### src/hw/reset_init_map.svh
/*
  Clock rate, strap field positions, reset values and timing counts of the reset sequencer.
  Assumes a 50 MHz system clock that also serves as the coherent bus clock.
*/
`ifndef RESET_INIT_MAP_SVH
`define RESET_INIT_MAP_SVH

// ****************************************************************
// Clock
// ****************************************************************
`define CLK_MHZ 50

// ****************************************************************
// Counts in bus sync clock periods
// ****************************************************************
`define EXT_RST_MIN_TICKS 32
`define HARD_OUT_MIN_TICKS 512
`define SOFT_LAG_MIN_TICKS 16
`define STRAP_ON_MIN_TICKS 1

// ****************************************************************
// Lock times
// ****************************************************************
`define PLL_LOCK_MAX_US 100
`define PLL_LOCK_MAX_CYC (`PLL_LOCK_MAX_US * `CLK_MHZ)
`define DLL_LOCK_MIN_CYC 7680
`define DLL_LOCK_MAX_CYC 122880

// ****************************************************************
// Strap layout and reset value
// ****************************************************************
`define STRAP_WIDTH 4
`define STRAP_SRC_LSB 0
`define STRAP_SRC_WIDTH 3
`define STRAP_DIV_BIT 3
`define STRAP_RST 4'h0

`endif

### src/hw/reset_init_pkg.sv
/*
  Types of the reset sequencer: state codes and the strap record.
  Assumes nothing beyond a SystemVerilog compiler.
*/
package reset_init_pkg;

  // ****************************************************************
  // Sequencer states, one-hot
  // ****************************************************************
  typedef enum logic [3:0] {
    S_POR  = 4'h1,
    S_HARD = 4'h2,
    S_SOFT = 4'h4,
    S_RUN  = 4'h8
  } seq_state_t;

  // ****************************************************************
  // Captured configuration straps
  // ****************************************************************
  typedef struct packed {
    logic clkinDiv;
    logic [2:0] resetSource;
  } strap_t;

endpackage

### src/hw/timer_if.sv
/*
  Carrier between the sequencer and its cycle timers: clear, count enable and count.
  Assumes the timer and its user share one clock.
*/
`timescale 1ns/10ps

interface timer_if #(parameter int W = 8);
  logic clr;
  logic en;
  logic [W-1:0] cnt;
  modport ctl (output clr, output en, input cnt);
  modport tmr (input clr, input en, output cnt);
endinterface

### src/hw/reset_init_sequencer.sv
/*
  Reset initialization sequencer: strap capture, lock wait, hard and soft reset drive.
  Assumes synchronous inputs, open-drain reset pins resolved outside, and the
  board keeping the input-side hold and setup times.
*/
// Behaviour
// The board holds the hard or soft reset input low for at least 32 bus sync periods.
// In host mode the board holds power-on reset for at least 32 primary clock periods.
// In agent mode the board holds power-on reset for at least 32 bus sync periods.
// The device drives hard and soft reset low for at least 512 bus sync periods.
// The device releases soft reset at least 16 bus sync periods after hard reset.
// The board keeps the straps stable 4 clock periods before power-on reset release.
// Strap drive stops with hard reset and resumes at least 1 bus sync period after it.
// The DLL is given 7680 to 122880 bus clock cycles to lock.
// The straps are a three-bit reset source field and one clock divider bit.
// In host mode the bus sync period is the primary clock divided per the divider strap.
// Internal logic stays in reset until PLL and DLL lock, then resets release in order.
`timescale 1ns/10ps
`include "reset_init_map.svh"

module reset_init_sequencer
  import reset_init_pkg::*;
#(
  parameter int PLL_LOCK_CYC = `PLL_LOCK_MAX_CYC,
  parameter int DLL_MIN_CYC = `DLL_LOCK_MIN_CYC,
  parameter int DLL_MAX_CYC = `DLL_LOCK_MAX_CYC,
  parameter int LOCK_W = 17
) (
  input wire logic clk,
  input wire logic arst_n,
  input wire logic hostMode,
  input wire logic busSyncClk,
  input wire logic powerOnResetLine_n,
  input wire logic hardResetLineIn,
  output logic hardResetLineOut,
  output logic hardResetLineOe,
  input wire logic softResetLineIn,
  output logic softResetLineOut,
  output logic softResetLineOe,
  input wire logic [`STRAP_WIDTH-1:0] strapIn,
  output logic [`STRAP_WIDTH-1:0] strapOut,
  output logic strapOe,
  input wire logic pllLock,
  input wire logic dllLock,
  output logic [`STRAP_SRC_WIDTH-1:0] resetSource,
  output logic inputClockDividerStrap,
  output logic coreReset_n,
  output logic pllLockFail,
  output logic dllLockFail
);
  localparam logic [5:0] EXT_MIN = 6'(`EXT_RST_MIN_TICKS);
  localparam logic [9:0] HARD_MIN = 10'(`HARD_OUT_MIN_TICKS);
  localparam logic [9:0] SOFT_LAG = 10'(`SOFT_LAG_MIN_TICKS);
  localparam logic [9:0] STRAP_ON = 10'(`STRAP_ON_MIN_TICKS);
  localparam logic [LOCK_W-1:0] PLL_LIM = LOCK_W'(PLL_LOCK_CYC);
  localparam logic [LOCK_W-1:0] DLL_MIN = LOCK_W'(DLL_MIN_CYC);
  localparam logic [LOCK_W-1:0] DLL_LIM = LOCK_W'(DLL_MAX_CYC);

  seq_state_t state_q, state_d;
  strap_t strap_q, strap_d;
  logic divPhase_q, divPhase_d;
  logic syncPrev_q;
  logic tick;
  logic extLow;
  logic hardOe_d, softOe_d, strapOe_d, coreRst_d, pllFail_d, dllFail_d;
  logic hardOe_q, softOe_q, strapOe_q, coreRst_q, pllFail_q, dllFail_q;

  timer_if #(.W(10)) syncT ();
  timer_if #(.W(LOCK_W)) lockT ();
  timer_if #(.W(6)) extT ();

  // ****************************************************************
  // Timers
  // ****************************************************************

  // Bus sync periods in the current phase
  cycle_timer #(.W(10)) u_syncTimer (.clk(clk), .arst_n(arst_n), .t(syncT));
  // Bus clock cycles spent waiting for lock
  cycle_timer #(.W(LOCK_W)) u_lockTimer (.clk(clk), .arst_n(arst_n), .t(lockT));
  // Bus sync periods an outside party holds a reset line low
  cycle_timer #(.W(6)) u_extTimer (.clk(clk), .arst_n(arst_n), .t(extT));

  // ****************************************************************
  // Bus sync tick
  // ****************************************************************

  // Host divides the primary clock by 1 or 2, agent uses the sync input edge
  always_comb begin
    divPhase_d = (hostMode && strap_q.clkinDiv) ? ~divPhase_q : 1'b0;
    if (hostMode) begin
      tick = !strap_q.clkinDiv || divPhase_q;
    end else begin
      tick = busSyncClk && !syncPrev_q;
    end
  end

  // Divider phase and sync edge history
  always_ff @(posedge clk or negedge arst_n) begin
    if (!arst_n) begin
      divPhase_q <= 1'b0;
      syncPrev_q <= 1'b0;
    end else begin
      divPhase_q <= divPhase_d;
      syncPrev_q <= busSyncClk;
    end
  end

  // ****************************************************************
  // Sequencer
  // ****************************************************************

  // Outside reset request seen only while the device itself is not driving
  assign extLow = (!hardResetLineIn || !softResetLineIn) && (state_q == S_RUN);
  assign extT.clr = !extLow;
  assign extT.en = tick;

  // Next state, timer control and registered outputs
  always_comb begin
    state_d = state_q;
    strap_d = strap_q;
    syncT.clr = 1'b0;
    syncT.en = tick;
    lockT.clr = 1'b0;
    lockT.en = (state_q == S_HARD);
    unique case (state_q)
      S_POR: begin
        syncT.clr = 1'b1;
        lockT.clr = 1'b1;
        if (powerOnResetLine_n) begin
          strap_d = strap_t'(strapIn);
          state_d = S_HARD;
        end
      end
      S_HARD: begin
        if ((syncT.cnt >= HARD_MIN) && pllLock && dllLock && (lockT.cnt >= DLL_MIN)) begin
          syncT.clr = 1'b1;
          state_d = S_SOFT;
        end
      end
      S_SOFT: begin
        if (syncT.cnt >= SOFT_LAG) begin
          state_d = S_RUN;
        end
      end
      S_RUN: begin
        if (extT.cnt >= EXT_MIN) begin
          syncT.clr = 1'b1;
          lockT.clr = 1'b1;
          state_d = S_HARD;
        end
      end
    endcase
    if (!powerOnResetLine_n) begin
      state_d = S_POR;
    end
    hardOe_d = (state_d == S_POR) || (state_d == S_HARD);
    softOe_d = hardOe_d || (state_d == S_SOFT);
    coreRst_d = (state_d == S_RUN);
    strapOe_d = hardResetLineIn && !hardOe_q &&
                ((state_q == S_RUN) || ((state_q == S_SOFT) && (syncT.cnt >= STRAP_ON)));
    pllFail_d = pllFail_q;
    dllFail_d = dllFail_q;
    if (state_q == S_HARD) begin
      pllFail_d = pllFail_q || (!pllLock && (lockT.cnt >= PLL_LIM));
      dllFail_d = dllFail_q || (!dllLock && (lockT.cnt >= DLL_LIM));
    end else if (state_q == S_POR) begin
      pllFail_d = 1'b0;
      dllFail_d = 1'b0;
    end
  end

  // State and output registers
  always_ff @(posedge clk or negedge arst_n) begin
    if (!arst_n) begin
      state_q <= S_POR;
      strap_q <= strap_t'(`STRAP_RST);
      hardOe_q <= 1'b1;
      softOe_q <= 1'b1;
      strapOe_q <= 1'b0;
      coreRst_q <= 1'b0;
      pllFail_q <= 1'b0;
      dllFail_q <= 1'b0;
    end else begin
      state_q <= state_d;
      strap_q <= strap_d;
      hardOe_q <= hardOe_d;
      softOe_q <= softOe_d;
      strapOe_q <= strapOe_d;
      coreRst_q <= coreRst_d;
      pllFail_q <= pllFail_d;
      dllFail_q <= dllFail_d;
    end
  end

  // Open-drain reset pins pull low only, straps read back the captured set
  assign hardResetLineOut = 1'b0;
  assign softResetLineOut = 1'b0;
  assign hardResetLineOe = hardOe_q;
  assign softResetLineOe = softOe_q;
  assign strapOut = strap_q;
  assign strapOe = strapOe_q;
  assign resetSource = strap_q.resetSource;
  assign inputClockDividerStrap = strap_q.clkinDiv;
  assign coreReset_n = coreRst_q;
  assign pllLockFail = pllFail_q;
  assign dllLockFail = dllFail_q;

  // ****************************************************************
  // Checks
  // ****************************************************************

  logic [9:0] hardTicks_q, lagTicks_q;

  // Ticks counted while hard reset is driven, and since it was released
  always_ff @(posedge clk or negedge arst_n) begin
    if (!arst_n) begin
      hardTicks_q <= '0;
      lagTicks_q <= '0;
    end else begin
      hardTicks_q <= !hardOe_q ? '0 : hardTicks_q + 10'(tick && (hardTicks_q != 10'h3FF));
      lagTicks_q <= hardOe_q ? '0 : lagTicks_q + 10'(tick && (lagTicks_q != 10'h3FF));
    end
  end
endmodule // reset_init_sequencer

### src/hw/cycle_timer.sv
/*
  Saturating up counter with synchronous clear and count enable.
  Assumes a single clock and an active-low asynchronous reset.
*/
`timescale 1ns/10ps

module cycle_timer #(
  parameter int W = 8
) (
  input wire logic clk,
  input wire logic arst_n,
  timer_if.tmr t
);
  logic [W-1:0] cnt_q;
  logic [W-1:0] cnt_d;

  // ****************************************************************
  // Count logic
  // ****************************************************************

  // Clear wins, count stops at all ones so it never wraps
  always_comb begin
    cnt_d = cnt_q;
    if (t.clr) begin
      cnt_d = '0;
    end else if (t.en && (cnt_q != {W{1'b1}})) begin
      cnt_d = cnt_q + W'(1);
    end
  end

  // Counter register
  always_ff @(posedge clk or negedge arst_n) begin
    if (!arst_n) begin
      cnt_q <= '0;
    end else begin
      cnt_q <= cnt_d;
    end
  end

  assign t.cnt = cnt_q;
endmodule // cycle_timer

### config.mk
export PLATFORM = sky130hd
export DESIGN_NAME = reset_init_sequencer
export DESIGN_NICKNAME = d
export VERILOG_FILES = /design/src/hw/reset_init_pkg.sv /design/src/hw/timer_if.sv /design/src/hw/reset_init_sequencer.sv /design/src/hw/cycle_timer.sv
export VERILOG_INCLUDE_DIRS = /design/src /design/src/hw
export SDC_FILE = /design/constraint.sdc
export NUM_CORES = 1
export LEC_CHECK = 0
export BUFFER_PORTS_ARGS = -buffer_cell sky130_fd_sc_hd__buf_2
export CORE_UTILIZATION = 58
export DETAILED_ROUTE_END_ITERATION = 10
export HOLD_SLACK_MARGIN = 0.15
export PLACE_DENSITY_LB_ADDON = 0.3
export SLEW_MARGIN = 20
export SYNTH_ARGS = -nofsm -noshare
export SYNTH_HDL_FRONTEND = slang
export SYNTH_SLANG_ARGS = --single-unit
### constraint.sdc
create_clock -name clk -period 5.9 [get_ports clk]
set_input_delay 0 -clock clk [delete_from_list [all_inputs] [get_ports clk]]
set_output_delay 0 -clock clk [all_outputs]
set_load 0.01 [all_outputs]
==> key figures, run 1 <==
Outcome
  – Outcome: complete, no violations

Clock network
  – Number of setup buffers added after CTS: 0
  – Clk slew on worst S/H paths: 90 ps
  – CTS buffer count: 5
  – Post_cts resized: 0
  – Hold Buf Count CTS: 12
  – Clock tree root driver cell: clkbuf_8
  – CTS max path bufs: 2
  – Clk sinks: roughly 50
  – H-Tree Depth: 2
  – Worst-Skew Late Latency: 300 ps
  – TritonCTS clock tree: built

Timing
  – Final setup margin: around 3300 ps
  – Least-Margin Pin Slew: 1070 ps
  – Slew Viols, Final: 0
  – Minimum clock period: roughly 2600 ps
  – Setup Skew: 9.72 ps
  – Slew Limit Headroom: about 28%
  – Hold Fails Final Rpt: 0
  – Final setup fails: 0
  – Fmax: 379 MHz
  – RSZ-0062 raised after global routing: false
  – Fin crit share: roughly 45%
  – Setup TNS: 0 ps

Routing
  – DR WL/cell: 14.2 µm
  – Via density: 5.99
  – Via count: 2185
  – Residual DRC count: 0
  – First DRT Iteration DRCs: 137
  – DRT Wirelength: between 5000 and 6000 µm
  – DRT Pass-1 Iters: 4
  – Post-route ant nets: 0

Synth
  – Top FF cell, synth: dfrtp_1
  – Synth Cell Area: 2670 µm²
  – Post-synthesis async set-or-reset flop share: 100%
  – Synth warn: 0
  – Share of the synthesized area in the top cell type: about 43%
  – Ranking of synthesized cells by area: dfrtp_1, a21oi_1, ha_1, nand3_1, or4_1
  – Unique cell type count in the Yosys netlist: 44
  – Commonest cells in the netlist: dfrtp_1, a21oi_1, nand3_1
  – EDFF count, synth: 0
  – Avg Cell Area, Syn: 9.48 µm²
  – Count leader, synth: dfrtp_1
  – #FFs+latches synth: 49
  – Yosys top cell by area: dfrtp_1
  – Cells after synthesis: 282
  – Sequential area share after synthesis: 46.0%

Pwr
  – Pwr Density: about 230 nW/µm²
  – Leak Pwr: 1.25 nW
  – Peak VDD IR: 0.150 mV

Placement
  – I/O Buffers: 26
  – Post-Place Setup Slack: 3280 ps
  – Gpl congestion: between 0.7 and 0.8
  – Post-DP HPWL: 3470 µm

Floorplan
  – Initial Util: 61.0%
  – # rows: 24
  – Core area: 4380 µm²
  – IO Pins: 29
  – Die Span Y: 69.9 µm
  – Die area: just under 5000 µm²
  – Die width: 69.9 µm

GRT
  – Largest net degree at the start of global routing: 50
  – Vias in the first global route: between 2000 and 2500
  – GRT Resource Usage Total: 23.1%
  – GR Overflow Total: 0
  – Initial antenna violation count: 0
  – First-pass GRT wire length: 9110 µm

Critical path
  – Worst Setup End Kind: register
  – Worst R2R Path Depth: 7
  – Flop-to-flop setup slack: 3260 ps
  – FF-to-FF End: u_lockTimer.t.cnt[14]
  – CP Cell Sequence: and4_1, nand4_1, nor4_1, ha_1, or4_1, or4_1, a21oi_1
  – Crit path arrival time: 2860 ps
  – Critical path fanouts, max: 9
  – Required @ worst endpoint: around 6100 ps
  – CP peak stage delay: 710 ps
  – WS Path Type: reg -> reg
  – FF-to-FF Start: u_lockTimer.t.cnt[6]
  – Critical path startpoint category: register
  – CP dominant cell by count: or4_1
  – Slowest-stage cell, CP: or4_1

Final layout
  – Area grow syn2layout: 12.8%
  – Ant. Diodes: 0
  – Final Core Density: 68.8%
  – Share of post-route cells with drive strength above 1: 15.0%
  – Final #Nets: 334

Job
  – Max_cap viols: 0

Min path
  – Hold Path Class: in -> async
worst max-delay path by stage:
| stage | from | depth (start not counted) | endpoint | slack, ps |
|---|---|---|---|---|
| 3_5_place_dp | u_lockTimer.t.cnt[6] | 7 | u_lockTimer.t.cnt[10] | 3280 |
| 4_1_cts | u_lockTimer.t.cnt[6] | 7 | u_lockTimer.t.cnt[10] | 3290 |
| 3_3_place_gp | u_lockTimer.t.cnt[6] | 7 | u_lockTimer.t.cnt[14] | 3350 |
| 6_report | u_lockTimer.t.cnt[6] | 7 | u_lockTimer.t.cnt[14] | 3260 |
| 2_1_floorplan | u_lockTimer.t.cnt[6] | 9 | u_lockTimer.t.cnt[10] | 3470 |
| 5_1_grt | u_lockTimer.t.cnt[6] | 7 | u_lockTimer.t.cnt[14] | 3090 |
per-stage QoR:
step                      cells  area, µm²  hold WS (ps)  power [W]
final                       365       3020           251   0.000700
after global routing        365       3020           316   0.000729
after CTS                   365       3010           357   0.000705
after detailed placement    345       2780           125   0.000463
after global placement      345       2780           117   0.000459
after floorplan             283       2680          -296   0.000434
where the power goes:
part           internal, W  switching [W]  leakage, nW
clock             0.000127       0.000110       0.0554
combinational    0.0000401      0.0000553        0.536
sequential        0.000352      0.0000158        0.657
placed cells by master, fill, tap and decap left out, drive strengths merged, types with 6 or more instances in the layout:
cell type / instances
nand2: 17
buf: 27
xnor2: 6
a21oi: 30
dlygate4sd3: 12
clkbuf: 6
o21ai: 15
nand3: 18
nor3: 8
nor2: 16
dfrtp: 46
or3: 9
inv: 15
or4: 12
o31ai: 9
ha: 9
layer usage:
| metal | routed length, µm | vias up | GRT usage (%) |
|---|---|---|---|
| met5 | 0 | - | 0 |
| met4 | 47 | 0 | 6.67 |
| met3 | 155 | 4 | 4.62 |
| met2 | 2510 | 40 | 38.0 |
| met1 | 2470 | 1061 | 31.1 |
| li1 | - | 1080 | - |
cell families after synthesis:
logic type / synth area share [%]
compound gates: 14.6
xor+xnor: 2.29
fa+ha+maj: 4.21
buf+inv: 6.13
flops: 46.0
mux: 2.86
other cells: 0.140
simple gates: 23.7
flip-flops by register name (all words and copies together), names as in the netlist:
register and count:
u_extTimer.t.cnt 6, inputClockDividerStrap 1, coreReset_n 1, u_lockTimer.t.cnt 17
resetSource 3, state_q 4, softResetLineOe 1, divPhase_q 1
dllLockFail 1, u_syncTimer.t.cnt 10, strapOe 1, syncPrev_q 1
hardResetLineOe 1, pllLockFail 1
critical path: cells and delay by family (launching register included):
family	cells	cell delay (ps)
adder cells (fa/ha/maj)	1	280
AO/OA/AOI/OAI	1	150
AND/OR/NAND/NOR	5	1710
flip-flops	1	430
area by class of cell:
| cell class | instances | area [µm²] |
|---|---|---|
| fill | 331 | 1370 |
| multi-input combinational | 202 | 1290 |
| sequential | 49 | 1230 |
| timing repair buffer | 39 | 260 |
| clock buffer | 6 | 72.6 |
| tap | 52 | 65.1 |
| inverter | 15 | 56.3 |
| clock inverter | 2 | 38.8 |
(Power assumes the default switching activity.)
==> inputs of run 2 (changes only) <==
--- a/config.mk
+++ b/config.mk
@@ -7,7 +7,7 @@
 export NUM_CORES = 1
 export LEC_CHECK = 0
 export BUFFER_PORTS_ARGS = -buffer_cell sky130_fd_sc_hd__buf_2
-export CORE_UTILIZATION = 58
+export CORE_UTILIZATION = 53
 export DETAILED_ROUTE_END_ITERATION = 10
 export HOLD_SLACK_MARGIN = 0.15
 export PLACE_DENSITY_LB_ADDON = 0.3
==> constraint.sdc (replaced) <==
create_clock -name clk -period 2.1 [get_ports clk]
set_input_delay 0 -clock clk [delete_from_list [all_inputs] [get_ports clk]]
set_output_delay 0 -clock clk [all_outputs]
set_load 0.01 [all_outputs]
==> run 2 against run 1 <==
Compared with the run above:
- the flow now finishes with violations (negative setup slack)
- sequential power grew to 2.8 times the previous value
- first-iteration DRC count is 3.6% higher
- non-clock buffer count is 33 higher
- hold slack worse by 38 ps
- largest cell class unchanged
==> key figures, run 2 (synthesis results as in run 1) <==
Outcome
  – Violated checks: negative setup slack
  – Outcome: complete, but fails checks

Clock network
  – Clk slew on worst S/H paths: 90 ps (about the same)
  – CTS buffer count: 5 (unchanged)
  – TritonCTS clock tree: built
  – Clk sinks: 49 (unchanged)
  – Clock tree root driver cell: clkbuf_8
  – H-Tree Depth: 2 (unchanged)
  – CTS max path bufs: 2 (unchanged)
  – Worst-Skew Late Latency: 300 ps (about the same)

GRT
  – Vias in the first global route: 2175 (+4.6%)
  – First-pass GRT wire length: 9650 µm (+6.0%)
  – GRT Resource Usage Total: 23.5% (+0.39 points)
  – Largest net degree at the start of global routing: 27 (-46%)
  – Initial antenna violation count: 0 (unchanged)
  – GR Overflow Total: 0 (unchanged)

Routing
  – First DRT Iteration DRCs: 142 (+3.6%)
  – DRT Pass-1 Iters: 4 (unchanged)
  – Residual DRC count: 0 (unchanged)
  – DR WL/cell: 13.9 µm (-2.1%)
  – DRT Wirelength: 5740 µm (+11%)
  – Via density: 5.62 (-6.0%)
  – Via count: 2323 (+6.3%)
  – Post-route ant nets: 0 (unchanged)

Critical path
  – Flop-to-flop setup slack: -50 ps (-3310 ps)
  – Critical path startpoint category: register
  – Crit path arrival time: 2380 ps (-480 ps)
  – Critical path fanouts, max: 6 (-3)
  – CP peak stage delay: 550 ps (-160 ps)
  – Worst Setup End Kind: register
  – CP Cell Sequence: or4b_4, or4_4, buf_6, or3_4, a21oi_2
  – WS Path Type: reg -> reg
  – Required @ worst endpoint: 2330 ps (-3790 ps)
  – Slowest-stage cell, CP: or4_4

Final layout
  – Footprint of the multi-input gates: 1340 µm² (+3.6%)
  – FILL cells: 345 (+4.2%)
  – Commonest non-fill, non-tap cells in the layout: dfrtp_1, buf_4, a21oi_1, buf_2
  – Ant. Diodes: 0 (unchanged)
  – Most common cell after layout, fill and taps aside: dfrtp_1
  – Final #Nets: 367 (+9.9%)
  – Share of post-route cells with drive strength above 1: 26.6% (+12 points)
  – Area grow syn2layout: 25.0%
  – Final Core Density: 69.8% (+1.1 points)
  – Seq. cell area: 1230 µm² (unchanged)
  – Max reg flops: 17 (unchanged)

Timing
  – Final setup margin: -48.8 ps (-3310 ps)
  – Minimum clock period: 2150 ps (-488 ps)
  – RSZ-0062 raised after global routing: true
  – Slew Limit Headroom: 38.3% (+9.9 points)
  – Setup TNS: -158 ps (-158 ps)
  – Final hold slack: 213 ps (-37.9 ps)
  – Final setup fails: 6 (+6)
  – Least-Margin Pin Slew: 926 ps (-147 ps)
  – Fin crit share: 102% (+58 points)
  – Slew Viols, Final: 0 (unchanged)
  – Setup Skew: 9.10 ps (-0.625 ps)
  – Fmax: 465 MHz (+23%)
  – Hold Fails Final Rpt: 0 (unchanged)

Floorplan
  – Core area: 4790 µm² (+9.2%)
  – IO Pins: 29 (unchanged)
  – Initial Util: 55.8% (-5.1 points)
  – Die width: 73.0 µm (+4.5%)
  – Die area: 5330 µm² (+9.2%)
  – # rows: 25 (+4.2%)
  – Die Span Y: 73.0 µm (+4.5%)

Placement
  – Post-DP HPWL: 4000 µm (+15%)
  – Gpl congestion: 0.785 (-1.0%)
  – I/O Buffers: 26 (unchanged)

Pwr
  – Pwr Density: 596 nW/µm² (+160%)
  – Internal: 0.00147 W (+180%)
  – Power share of the clock group: 33.8% (about the same)
  – Peak VDD IR: 0.424 mV (+180%)
  – Sw frac: 26.0% (+0.13 points)
  – Combinational share of power: 14.8% (+1.2 points)
  – Flop pwr share: 51.4% (-1.1 points)
  – Switching Power: 0.000519 W (+190%)
  – Leak Pwr: 1.42 nW (+14%)

Min path
  – Hold Path Class: in -> async

Job
  – Max_cap viols: 0 (unchanged)
run 2: cell count changes in the layout (fill, tap and decap cells not counted), sizes merged:
cell,before,now
buf,27,60
run 2: area by class of cell:
| type | count | share of cell area, % |
|---|---|---|
| Multi-Input combinational cell | 202 | 40.1 |
| Inverter | 15 | 1.68 |
| Tap cell | 67 | 2.51 |
| Sequential cell | 49 | 36.8 |
| Clock inverter | 2 | 1.16 |
| Timing Repair Buffer | 72 | 15.6 |
| Clock buffer | 6 | 2.17 |
run 2: path summary, 6_finish.rpt:
| path | from | to | cells after the start |
|---|---|---|---|
| worst max-delay path | state_q[2] | u_lockTimer.t.cnt[11] | 5 |
| worst min-delay path | arst_n | u_syncTimer.t.cnt[0] | 2 |
| worst max register to register | state_q[2] | u_lockTimer.t.cnt[11] | 5 |
| worst min register to register | dllLockFail | dllLockFail | 2 |
| max in group asynchronous | arst_n | state_q[0] | 3 |
| min in group clk | busSyncClk | syncPrev_q | 2 |
run 2: power by group through the flow:
stage | clock (W) | combinational, W | sequential (W)
after floorplan | 0 | 0.000172 | 0.00105
after global placement | 0 | 0.000270 | 0.00104
after detailed placement | 0 | 0.000277 | 0.00104
after CTS | 0.000691 | 0.000296 | 0.00103
after global routing | 0.000725 | 0.000335 | 0.00103
final | 0.000673 | 0.000294 | 0.00103
run 2: repair_timing:
action	4_1_cts	5_1_grt
hold buffers	12	0
endpoints found under the setup margin	8	8
buffers inserted	1	1
hold endpoints to repair	69	0
pin swaps	1	2
resized for setup	7	7
run 2: per-layer routing:
layer / GRT usage (%) / part of all wire (%)
met5: 0 / 0
met4: 8.06 / 1.7
met3: 4.70 / 3.7
met2: 37.8 / 48
met1: 31.7 / 47
run 2: worst max-delay path: cells and delay by family (launching register included):
family	cells	cell delay, ps
AO/OA/AOI/OAI	1	120
buffers and inverters	1	150
flip-flops	1	400
AND/OR/NAND/NOR	3	1420
run 2: per-stage QoR:
step / cells / worst slack [ps] / cell area, µm² / power [W]
finish: 413 / -48.8 / 3340 / 0.00199
global route: 413 / -120 / 3340 / 0.00209
CTS: 412 / -39.5 / 3310 / 0.00201
detailed placement: 391 / -117 / 3040 / 0.00132
global placement: 391 / -74.4 / 3040 / 0.00131
floorplan: 283 / -267 / 2690 / 0.00122
